File: config.mk
export PLATFORM = sky130hd
export DESIGN_NAME = pmc_power_mode_controller
export DESIGN_NICKNAME = d
export VERILOG_FILES = /design/src/hw/pmc_pkg.sv /design/src/hw/pmc_power_mode_controller.sv /design/src/hw/pmc_sync.sv /design/src/hw/pmc_clkgate.sv
export SDC_FILE = /design/constraint.sdc
export NUM_CORES = 1
export LEC_CHECK = 0
export BUFFER_PORTS_ARGS = -buffer_cell sky130_fd_sc_hd__buf_2
export CAP_MARGIN = 25
export CELL_PAD_IN_SITES_DETAIL_PLACEMENT = 0
export CELL_PAD_IN_SITES_GLOBAL_PLACEMENT = 1
export CORE_MARGIN = 8
export CORE_UTILIZATION = 30
export DETAILED_ROUTE_END_ITERATION = 8
export HOLD_SLACK_MARGIN = 0.06
export PLACE_DENSITY = 0.71
export SLEW_MARGIN = 20
export SYNTH_ARGS = -nofsm -noshare
export SYNTH_HDL_FRONTEND = slang
export SYNTH_HIERARCHICAL = 1
export SYNTH_SLANG_ARGS = --single-unit
File: constraint.sdc
create_clock -name clk -period 5.21 [get_ports clk]
set_clock_uncertainty 0.05 [all_clocks]
set_input_delay 0.521 -clock clk [delete_from_list [all_inputs] [get_ports clk]]
set_output_delay 0.521 -clock clk [all_outputs]
set_load 0.05 [all_outputs]
File: src/hw/pmc_pkg.sv
// Package of constants and types for the power mode controller
package pmc_pkg;

  // ****************************************
  // Register map
  // ****************************************
  localparam logic [11:0] ADDR_CTRL    = 12'h000;
  localparam logic [11:0] ADDR_CLKGATE = 12'h004;
  localparam logic [11:0] ADDR_WAKEEN  = 12'h008;
  localparam logic [11:0] ADDR_RSTEN   = 12'h00C;
  localparam logic [11:0] ADDR_STATUS  = 12'h010;

  // ****************************************
  // Field positions and reset values
  // ****************************************
  localparam int CTRL_DEEP_BIT  = 0;
  localparam int CTRL_POWER_MODE_SELECT_BIT_BIT = 1;
  localparam int CTRL_RAMX_BIT  = 2;
  localparam int CTRL_FWAKE_BIT = 3;
  localparam int CTRL_LFSEL_BIT = 4;
  localparam int NUM_PERIPH     = 16;
  localparam int NUM_WAKE       = 10;
  localparam int NUM_RST        = 4;
  localparam logic [4:0]            CTRL_RST    = 5'h00;
  localparam logic [NUM_PERIPH-1:0] CLKGATE_RST = 16'hFFFF;
  localparam logic [NUM_WAKE-1:0]   WAKEEN_RST  = 10'h000;
  localparam logic [NUM_RST-1:0]    RSTEN_RST   = 4'h1;

  // Wake source indices
  localparam int WK_LPT      = 0;
  localparam int WK_TK_ALARM = 1;
  localparam int WK_TK_FAIL  = 2;
  localparam int WK_CMP0     = 3;
  localparam int WK_PINWAKE  = 4;
  localparam int WK_CORE_SUPPLY_LOW_IRQ   = 5;
  localparam int WK_REGULATOR_LOW_IRQ  = 6;
  localparam int WK_PMATCH   = 7;
  localparam int WK_PBEXT_A  = 8;
  localparam int WK_PBEXT_B  = 9;
  // Sources that need no bus clock
  localparam logic [NUM_WAKE-1:0] WAKE_NOBUS_MASK = 10'h067;

  // Power mode codes
  localparam logic [3:0] PM0 = 4'h0;
  localparam logic [3:0] PM1 = 4'h1;
  localparam logic [3:0] PM2 = 4'h2;
  localparam logic [3:0] PM3 = 4'h3;
  localparam logic [3:0] PM9 = 4'h9;

  typedef enum logic [4:0] {
    ST_RUN   = 5'b00001,
    ST_HALT2 = 5'b00010,
    ST_HALT3 = 5'b00100,
    ST_DEEP9 = 5'b01000,
    ST_WAKE  = 5'b10000
  } pmc_state_t;

  typedef struct packed {
    logic bus_clk_en;
    logic fast_osc_en;
    logic slow_clk_sel;
    logic core_clk_en;
    logic pins_low_power;
  } pmc_clk_t;

endpackage : pmc_pkg

File: src/hw/pmc_power_mode_controller.sv
// Power mode controller: sleep sequencing, wake and clock gating
`timescale 1ns/1ps
module pmc_power_mode_controller (
  input  wire logic                              clk,
  input  wire logic                              reset_n,
  input  wire logic                              clk_en,
  input  wire logic                              psel,
  input  wire logic                              penable,
  input  wire logic                              pwrite,
  input  wire logic [11:0]                       paddr,
  input  wire logic [31:0]                       pwdata,
  output logic                                   pready,
  output logic      [31:0]                       prdata,
  output logic                                   pslverr,
  input  wire logic                              sleep_req,
  input  wire logic                              wake_accept,
  input  wire logic [pmc_pkg::NUM_WAKE-1:0]      wake_src,
  input  wire logic [pmc_pkg::NUM_RST-1:0]       rst_src,
  output logic                                   core_run,
  output logic      [3:0]                        power_mode,
  output logic                                   flash_fetch,
  output logic                                   ram_fetch_nowait,
  output logic                                   wake_irq_pulse,
  output logic                                   deep_reset_req,
  output logic                                   ram_retain_only,
  output pmc_pkg::pmc_clk_t                      clk_ctrl,
  output logic      [pmc_pkg::NUM_PERIPH-1:0]    periph_clk_en
);

  // ****************************************
  // Input synchronisers
  // ****************************************
  logic [pmc_pkg::NUM_WAKE-1:0] wake_sync;
  logic [pmc_pkg::NUM_RST-1:0]  rst_sync;

  pmc_sync #(.W(pmc_pkg::NUM_WAKE)) u_wake_sync (
    .clk     (clk),
    .reset_n (reset_n),
    .ce      (clk_en),
    .d       (wake_src),
    .q       (wake_sync)
  );

  pmc_sync #(.W(pmc_pkg::NUM_RST)) u_rst_sync (
    .clk     (clk),
    .reset_n (reset_n),
    .ce      (clk_en),
    .d       (rst_src),
    .q       (rst_sync)
  );

  // ****************************************
  // Registers
  // ****************************************
  logic [4:0]                     ctrl_ff;
  logic [4:0]                     nxt_ctrl;
  logic [pmc_pkg::NUM_PERIPH-1:0] gate_ff;
  logic [pmc_pkg::NUM_PERIPH-1:0] nxt_gate;
  logic [pmc_pkg::NUM_WAKE-1:0]   wakeen_ff;
  logic [pmc_pkg::NUM_WAKE-1:0]   nxt_wakeen;
  logic [pmc_pkg::NUM_RST-1:0]    rsten_ff;
  logic [pmc_pkg::NUM_RST-1:0]    nxt_rsten;
  logic [31:0]                    prdata_ff;
  logic [31:0]                    nxt_prdata;
  logic                           slverr_ff;
  logic                           nxt_slverr;
  logic                           acc;
  logic                           hit;

  pmc_pkg::pmc_state_t state_ff;
  pmc_pkg::pmc_state_t nxt_state;
  logic [3:0]          mode_ff;
  logic [3:0]          nxt_mode;
  logic                wpulse_ff;
  logic                nxt_wpulse;
  logic                rstreq_ff;
  logic                nxt_rstreq;

  // Single-cycle APB: answer in the first access cycle
  assign acc    = psel & penable;
  assign pready = 1'b1;
  assign hit    = (paddr == pmc_pkg::ADDR_CTRL) | (paddr == pmc_pkg::ADDR_CLKGATE) |
                  (paddr == pmc_pkg::ADDR_WAKEEN) | (paddr == pmc_pkg::ADDR_RSTEN) |
                  (paddr == pmc_pkg::ADDR_STATUS);

  always_comb begin
    nxt_ctrl   = ctrl_ff;
    nxt_gate   = gate_ff;
    nxt_wakeen = wakeen_ff;
    nxt_rsten  = rsten_ff;
    nxt_prdata = prdata_ff;
    nxt_slverr = 1'b0;
    if (clk_en && acc) begin
      nxt_slverr = ~hit;
      if (pwrite) begin
        case (paddr)
          pmc_pkg::ADDR_CTRL:    nxt_ctrl   = pwdata[4:0];
          pmc_pkg::ADDR_CLKGATE: nxt_gate   = pwdata[pmc_pkg::NUM_PERIPH-1:0];
          pmc_pkg::ADDR_WAKEEN:  nxt_wakeen = pwdata[pmc_pkg::NUM_WAKE-1:0];
          pmc_pkg::ADDR_RSTEN:   nxt_rsten  = pwdata[pmc_pkg::NUM_RST-1:0];
          default:               nxt_ctrl   = ctrl_ff;
        endcase
      end else begin
        case (paddr)
          pmc_pkg::ADDR_CTRL:    nxt_prdata = {27'h0000000, ctrl_ff};
          pmc_pkg::ADDR_CLKGATE: nxt_prdata = {16'h0000, gate_ff};
          pmc_pkg::ADDR_WAKEEN:  nxt_prdata = {22'h000000, wakeen_ff};
          pmc_pkg::ADDR_RSTEN:   nxt_prdata = {28'h0000000, rsten_ff};
          pmc_pkg::ADDR_STATUS:  nxt_prdata = {23'h000000, state_ff, mode_ff};
          default:               nxt_prdata = 32'h00000000;
        endcase
      end
    end else if (!clk_en) begin
      nxt_slverr = slverr_ff;
    end
  end

  always_ff @(posedge clk or negedge reset_n) begin
    if (!reset_n) begin
      ctrl_ff   <= pmc_pkg::CTRL_RST;
      gate_ff   <= pmc_pkg::CLKGATE_RST;
      wakeen_ff <= pmc_pkg::WAKEEN_RST;
      rsten_ff  <= pmc_pkg::RSTEN_RST;
      prdata_ff <= 32'h00000000;
      slverr_ff <= 1'b0;
    end else begin
      ctrl_ff   <= nxt_ctrl;
      gate_ff   <= nxt_gate;
      wakeen_ff <= nxt_wakeen;
      rsten_ff  <= nxt_rsten;
      prdata_ff <= nxt_prdata;
      slverr_ff <= nxt_slverr;
    end
  end

  // Read data is driven combinationally from paddr in a read access cycle while clk_en is high;
  // at all other times, a read with clk_en low included, prdata shows prdata_ff, the last read value.
  assign prdata  = (acc && !pwrite) ? nxt_prdata : prdata_ff;
  assign pslverr = acc & ~hit;

  // ****************************************
  // Power mode sequencer
  // ****************************************
  logic deep;
  logic pm9_sel;
  logic wake_any2;
  logic wake_any3;
  logic rst_any;

  assign deep      = ctrl_ff[pmc_pkg::CTRL_DEEP_BIT];
  assign pm9_sel   = ctrl_ff[pmc_pkg::CTRL_POWER_MODE_SELECT_BIT_BIT];
  // Mode 2 keeps bus clocks, so any enabled source wakes, port sources included
  assign wake_any2 = |(wake_sync & wakeen_ff);
  // Mode 3 has no bus clock: only clock-free sources can reach the core
  assign wake_any3 = |(wake_sync & wakeen_ff & pmc_pkg::WAKE_NOBUS_MASK);
  assign rst_any   = |(rst_sync & rsten_ff);

  always_comb begin
    nxt_state  = state_ff;
    nxt_mode   = mode_ff;
    // The pulse is state too: a low clock enable must hold it, not clear it
    nxt_wpulse = clk_en ? 1'b0 : wpulse_ff;
    nxt_rstreq = rstreq_ff;
    if (clk_en) begin
      case (state_ff)
        pmc_pkg::ST_RUN: begin
          // Mode 1 vs 0 follows the RAM execution bit while running
          nxt_mode = ctrl_ff[pmc_pkg::CTRL_RAMX_BIT] ? pmc_pkg::PM1 : pmc_pkg::PM0;
          if (sleep_req) begin
            if (deep && pm9_sel) begin
              nxt_state = pmc_pkg::ST_DEEP9;
            end else if (deep) begin
              nxt_state = pmc_pkg::ST_HALT3;
            end else begin
              nxt_state = pmc_pkg::ST_HALT2;
            end
          end
        end
        pmc_pkg::ST_HALT2: begin
          if (wake_any2 && wake_accept) begin
            nxt_state  = pmc_pkg::ST_WAKE;
            nxt_wpulse = 1'b1;
          end
        end
        pmc_pkg::ST_HALT3: begin
          if (wake_any3 && wake_accept) begin
            nxt_state  = pmc_pkg::ST_WAKE;
            nxt_wpulse = 1'b1;
          end
        end
        pmc_pkg::ST_DEEP9: begin
          // Interrupts are ignored here; only a reset source gets out
          if (rst_any) begin
            nxt_rstreq = 1'b1;
          end
        end
        pmc_pkg::ST_WAKE: begin
          nxt_state = pmc_pkg::ST_RUN;
        end
        default: begin
          nxt_state = pmc_pkg::ST_RUN;
        end
      endcase
    end
  end

  always_ff @(posedge clk or negedge reset_n) begin
    if (!reset_n) begin
      state_ff  <= pmc_pkg::ST_RUN;
      mode_ff   <= pmc_pkg::PM0;
      wpulse_ff <= 1'b0;
      rstreq_ff <= 1'b0;
    end else begin
      state_ff  <= nxt_state;
      mode_ff   <= nxt_mode;
      wpulse_ff <= nxt_wpulse;
      rstreq_ff <= nxt_rstreq;
    end
  end

  // ****************************************
  // Outputs
  // ****************************************
  logic bus_run;
  logic halt3;
  logic deep9;

  assign halt3 = (state_ff == pmc_pkg::ST_HALT3);
  assign deep9 = (state_ff == pmc_pkg::ST_DEEP9);
  assign bus_run = ~halt3 & ~deep9;

  always_comb begin
    case (state_ff)
      pmc_pkg::ST_HALT2: power_mode = pmc_pkg::PM2;
      pmc_pkg::ST_HALT3: power_mode = pmc_pkg::PM3;
      pmc_pkg::ST_DEEP9: power_mode = pmc_pkg::PM9;
      default:           power_mode = mode_ff;
    endcase
  end

  assign core_run         = (state_ff == pmc_pkg::ST_RUN) | (state_ff == pmc_pkg::ST_WAKE);
  assign flash_fetch      = core_run & (mode_ff == pmc_pkg::PM0);
  assign ram_fetch_nowait = core_run & (mode_ff == pmc_pkg::PM1);
  assign wake_irq_pulse   = wpulse_ff;
  assign deep_reset_req   = rstreq_ff;
  assign ram_retain_only  = deep9;

  always_comb begin
    clk_ctrl.bus_clk_en     = bus_run;
    clk_ctrl.core_clk_en    = core_run;
    // Fast oscillator suspends in mode 3 and 9
    clk_ctrl.fast_osc_en    = bus_run;
    // Fast wake with the LF select bit keeps the slow clock alive in mode 3
    clk_ctrl.slow_clk_sel   = halt3 & ctrl_ff[pmc_pkg::CTRL_FWAKE_BIT] &
                              ctrl_ff[pmc_pkg::CTRL_LFSEL_BIT];
    clk_ctrl.pins_low_power = deep9;
  end

  pmc_clkgate #(.N(pmc_pkg::NUM_PERIPH)) u_gate (
    .clk           (clk),
    .reset_n       (reset_n),
    .ce            (clk_en),
    .gate_en       (gate_ff),
    .bus_run       (bus_run),
    .periph_clk_en (periph_clk_en)
  );

  // ****************************************
  // Assertions
  // ****************************************
  property p_deep9_stays;
    @(posedge clk) disable iff (!reset_n)
      (deep9 && !rst_any && clk_en) |=> deep9;
  endproperty
  a_deep9_stays: assert property (p_deep9_stays) else $error("Left mode 9 without reset");

  property p_halt3_no_bus;
    @(posedge clk) disable iff (!reset_n)
      halt3 |-> (!clk_ctrl.bus_clk_en && !clk_ctrl.fast_osc_en);
  endproperty
  a_halt3_no_bus: assert property (p_halt3_no_bus) else $error("Bus clock running in mode 3");

  property p_wake_returns;
    @(posedge clk) disable iff (!reset_n)
      (state_ff == pmc_pkg::ST_WAKE && clk_en) |=> (state_ff == pmc_pkg::ST_RUN && core_run);
  endproperty
  a_wake_returns: assert property (p_wake_returns) else $error("Wake did not resume run");

  property p_halt2_sleep;
    @(posedge clk) disable iff (!reset_n)
      (state_ff == pmc_pkg::ST_RUN && sleep_req && !deep && clk_en) |=> (power_mode == pmc_pkg::PM2);
  endproperty
  a_halt2_sleep: assert property (p_halt2_sleep) else $error("Sleep did not enter mode 2");

  property p_halt3_wake_src;
    @(posedge clk) disable iff (!reset_n)
      (halt3 && clk_en && !(wake_any3 && wake_accept)) |=> halt3;
  endproperty
  a_halt3_wake_src: assert property (p_halt3_wake_src) else $error("Mode 3 woke on bus source");

  property p_halt2_wake;
    @(posedge clk) disable iff (!reset_n)
      (state_ff == pmc_pkg::ST_HALT2 && wake_any2 && wake_accept && clk_en) |=> ##1 core_run;
  endproperty
  a_halt2_wake: assert property (p_halt2_wake) else $error("Mode 2 wake missed");

  property p_reject_wake;
    @(posedge clk) disable iff (!reset_n)
      (state_ff == pmc_pkg::ST_HALT2 && !wake_accept && clk_en) |=> !wake_irq_pulse;
  endproperty
  a_reject_wake: assert property (p_reject_wake) else $error("Woke on unaccepted interrupt");

  property p_gate_off;
    @(posedge clk) disable iff (!reset_n)
      (clk_en && !gate_ff[0]) |=> !periph_clk_en[0];
  endproperty
  a_gate_off: assert property (p_gate_off) else $error("Gated clock still enabled");

endmodule : pmc_power_mode_controller

File: src/hw/pmc_sync.sv
// Two-flop synchroniser, one per bit
`timescale 1ns/1ps
module pmc_sync #(
  parameter int W = 1
) (
  input  wire logic         clk,
  input  wire logic         reset_n,
  input  wire logic         ce,
  input  wire logic [W-1:0] d,
  output logic      [W-1:0] q
);
  logic [W-1:0] s1_ff;
  logic [W-1:0] q_ff;
  logic [W-1:0] nxt_s1;
  logic [W-1:0] nxt_q;

  always_comb begin
    nxt_s1 = ce ? d : s1_ff;
    nxt_q  = ce ? s1_ff : q_ff;
  end

  always_ff @(posedge clk or negedge reset_n) begin
    if (!reset_n) begin
      s1_ff <= '0;
      q_ff  <= '0;
    end else begin
      s1_ff <= nxt_s1;
      q_ff  <= nxt_q;
    end
  end

  assign q = q_ff;
endmodule : pmc_sync

File: src/hw/pmc_clkgate.sv
// Per-peripheral clock enable gating
`timescale 1ns/1ps
module pmc_clkgate #(
  parameter int N = 16
) (
  input  wire logic         clk,
  input  wire logic         reset_n,
  input  wire logic         ce,
  input  wire logic [N-1:0] gate_en,
  input  wire logic         bus_run,
  output logic      [N-1:0] periph_clk_en
);
  logic [N-1:0] en_ff;
  logic [N-1:0] nxt_en;

  // ****************************************
  // One enable per peripheral
  // ****************************************
  genvar i;
  generate
    for (i = 0; i < N; i++) begin : g_gate
      always_comb begin
        nxt_en[i] = ce ? (gate_en[i] & bus_run) : en_ff[i];
      end
    end
  endgenerate

  always_ff @(posedge clk or negedge reset_n) begin
    if (!reset_n) begin
      en_ff <= '0;
    end else begin
      en_ff <= nxt_en;
    end
  end

  assign periph_clk_en = en_ff;
endmodule : pmc_clkgate

==> flow_summary.ini <==
[pwr]
irDropWorstVdd_uv = 445
power.density_mw_per_mm2 = 372
p_leak_uw = 0.00336

[setup_path]
cp-start-kind = input pin
worst-path-max-fanout = 11
cp-end-kind = output port
cp_cell_sequence = buf_2 -> nor4_1 -> nand2_1 -> nor2_2 -> a21oi_1 -> o21ai_0 -> buf_2
cp.buffers_inverters = 2
cp.required_ns = 4.64
worst-r2r-cell-count = 5
cp_top_family = simple AND/OR/NAND/NOR gates
rrSetupSlack_ns = 3.22
r2r-start = u_wake_sync/q[4]$_DFFE_PN0P_
path_class = in2out
cpPeakStageDelay_ns = 0.61
cp_slowest_cell = nor4_1
worstPathArrival_ns = 2.62
regToRegEndpoint = state_ff[2]$_DFFE_PN0P_
crit_path_frequent_cell = buf_2

[cells_and_area]
diodes = 0
drive_gt1_frac = 0.396
fin_nets = 631
syn_to_final_growth_pct = 24.1

[global_routing]
antenna_found_initial = 1
grtUsageTotal = 0.128
grt_overflow_total = 0
grt_pass1_wl_mm = 22.2
grt_pass1_vias = 4017
grt_max_degree = 75

[min_path]
worstHoldStart = pwdata[11]
worstHoldEndpoint = gate_ff[11]$_DFFE_PN1P_
hold_depth = 2
hold_path_class = in2reg

[synth]
netlist_area_sq_mm = 0.00550
synth_cells = 460
syn_nets = 526
ys_seq_area_frac = 0.546
yosys.area.top_type_share = 0.460
yosysUniqueCellTypes = 47
yosys.area_share.simple = 0.132
synth_area_leaders = dfrtp_1 (46%), mux2_4 (9.0%), dfstp_2 (8.6%)
synth-xor-area-share = 0.00319
yosys.area.top_type = dfrtp_1
yosys_most_used_dff = dfrtp_1
synth-seq-cells = 119
synthArstFlopShare = 1.00
post-synth-top-count-cell = dfrtp_1
synth-edff-count = 0
synthMuxAreaShare = 0.166
ys.warnings.count = 6
synth_area_per_cell_sq_um = 11.9
synth_compound_area_frac = 0.0988
synth-adder-area-share = 0
synth_top_cells_by_count = dfrtp_1 (101), o21ai_0 (42), and2_1 (33), mux2_4 (33), nand2_1 (30)
synth_top_family_by_area = multiplexers

[clock_tree]
ctsHtreeMaxLevel = 4
cts_buffer_depth = 2
clk-insertion-delay-late_ns = 0.41
cts.sinks = 119
numCtsBuffers = 17
cts_tree = yes
path_clk_slew_ns = 0.05
cts-root-buf = clkbuf_16

[routing]
drt-pass1-iter-count = 5
detail-route-antenna-nets = 0
wire_per_inst_um = 17.4
viasPerCell = 4.65
vias = 3753
drc = 0
wirelength_mm = 14.0
first_iter_violations = 234

[sta]
worst_slew_pin_slew_ns = 0.861
finalHoldViolations = 0
setup_ws_ns = 2.02
slew_viol_final = 0
setup_viol = 0
layout_min_cycle_time_ns = 3.19
relSlewSlack = 0.424
clock.fmax_ghz = 0.313
tns_ns = 0
whs_ns = 0.283
fin_crit_sh = 0.613
rsz0062_at_grt = no

[run_status]
status = finished clean

[floorplanning]
rows = 49
core_area_sq_mm = 0.0180
die_y_um = 151
ioPinCount = 131
start_util = 0.306
die-area_sq_mm = 0.0229
die_w_um = 151

[placed_design]
portBuffers = 112
dp_hpwl_mm = 10.4
gp_congestion = 0.785
dp_slack_ns = 1.93

[flow_run]
drv_cap = 0
[cells in the final DEF (no fill, tap or decap), types with 18 or more instances in the layout]
master   count
buf_2      111
dfrtp_1    101
and2_1      33
nand2_1     30
dfstp_2     18
o21ai_0     41
mux2_4      33
inv_1       21
nand3_1     18
a22oi_1     19
mux2_2      23
[sequential cells by signal, summed over array words and instances, names as in the netlist, named ones only]
name,cells
ctrl_ff,5
deep_reset_req,1
gate_ff,16
mode_ff,1
prdata_ff,32
rsten_ff,4
state_ff,5
u_gate/periph_clk_en,16
u_rst_sync/q,4
u_rst_sync/s1_ff,4
u_wake_sync/q,10
u_wake_sync/s1_ff,10
wakeen_ff,10
[cell type report]
| cell class | instances | area (sq um) |
|---|---|---|
| clock buffer | 19 | 433 |
| inverter | 21 | 78.8 |
| clock inverter | 13 | 181 |
| fill | 1761 | 11100 |
| tap | 229 | 287 |
| sequential | 119 | 3000 |
| timing repair buffer | 119 | 638 |
| multi-input combinational | 287 | 2200 |
[stage by stage]
step	power, uW	instances	area, sq um	util
after CTS	2570	805	6780	0.378
final	2540	807	6820	0.380
after detailed placement	1350	773	6170	0.343
after global placement	1340	773	6170	0.343
after global routing	2650	807	6820	0.380
after floorplan	1260	460	5500	-
[worst reg2reg max path, delay by kind of cell (launching register included)]
family,cells,cell delay [ns]
AO/OA/AOI/OAI,2,0.63
flip-flops,1,0.39
multiplexers,1,0.34
AND/OR/NAND/NOR,2,0.44
[repair_timing]
| action | 4_1_cts | 5_1_grt |
|---|---|---|
| endpoints found under the hold margin | 0 | 21 |
| hold buffers | 0 | 1 |
| gates resized for setup | 0 | 0 |
| buffers inserted | 0 | 0 |
[per-layer routing]
metal / routed length, um / part of all wire / GRT usage / up-vias
met2: 6390 / 0.46 / 0.193 / 115
met1: 6380 / 0.45 / 0.165 / 1808
met4: 284 / 0.020 / 0.0524 / 2
li1: - / - / - / 1811
met3: 977 / 0.070 / 0.0424 / 17
met5: 10 / 0.00071 / 0 / -
[report_power, final]
group	internal (uW)	switching, uW
registers	969	43.9
logic	116	204
clock network	797	408
[how the worst max path moves through the flow]
stage	slack, ns	endpoint	cells after the start	start
3_5_place_dp	1.93	prdata[9]	7	paddr[4]
4_1_cts	1.92	prdata[9]	7	paddr[4]
3_3_place_gp	1.91	prdata[9]	7	paddr[4]
6_report	2.02	prdata[9]	7	paddr[4]
5_1_grt	1.78	prdata[9]	7	paddr[4]
2_1_floorplan	2.12	prdata[1]	6	paddr[2]
[cells by family (layout without fill, tap and decap cells)]
| kind of cell | after synthesis | after routing |
|---|---|---|
| multiplexers | 70 | 70 |
| buffers and inverters | 54 | 172 |
| XOR/XNOR | 2 | 2 |
| flip-flops | 119 | 119 |
| AND/OR/NAND/NOR | 126 | 126 |
| AO/OA/AOI/OAI | 87 | 87 |
| other | 2 | 2 |
(Power assumes the default switching activity.)
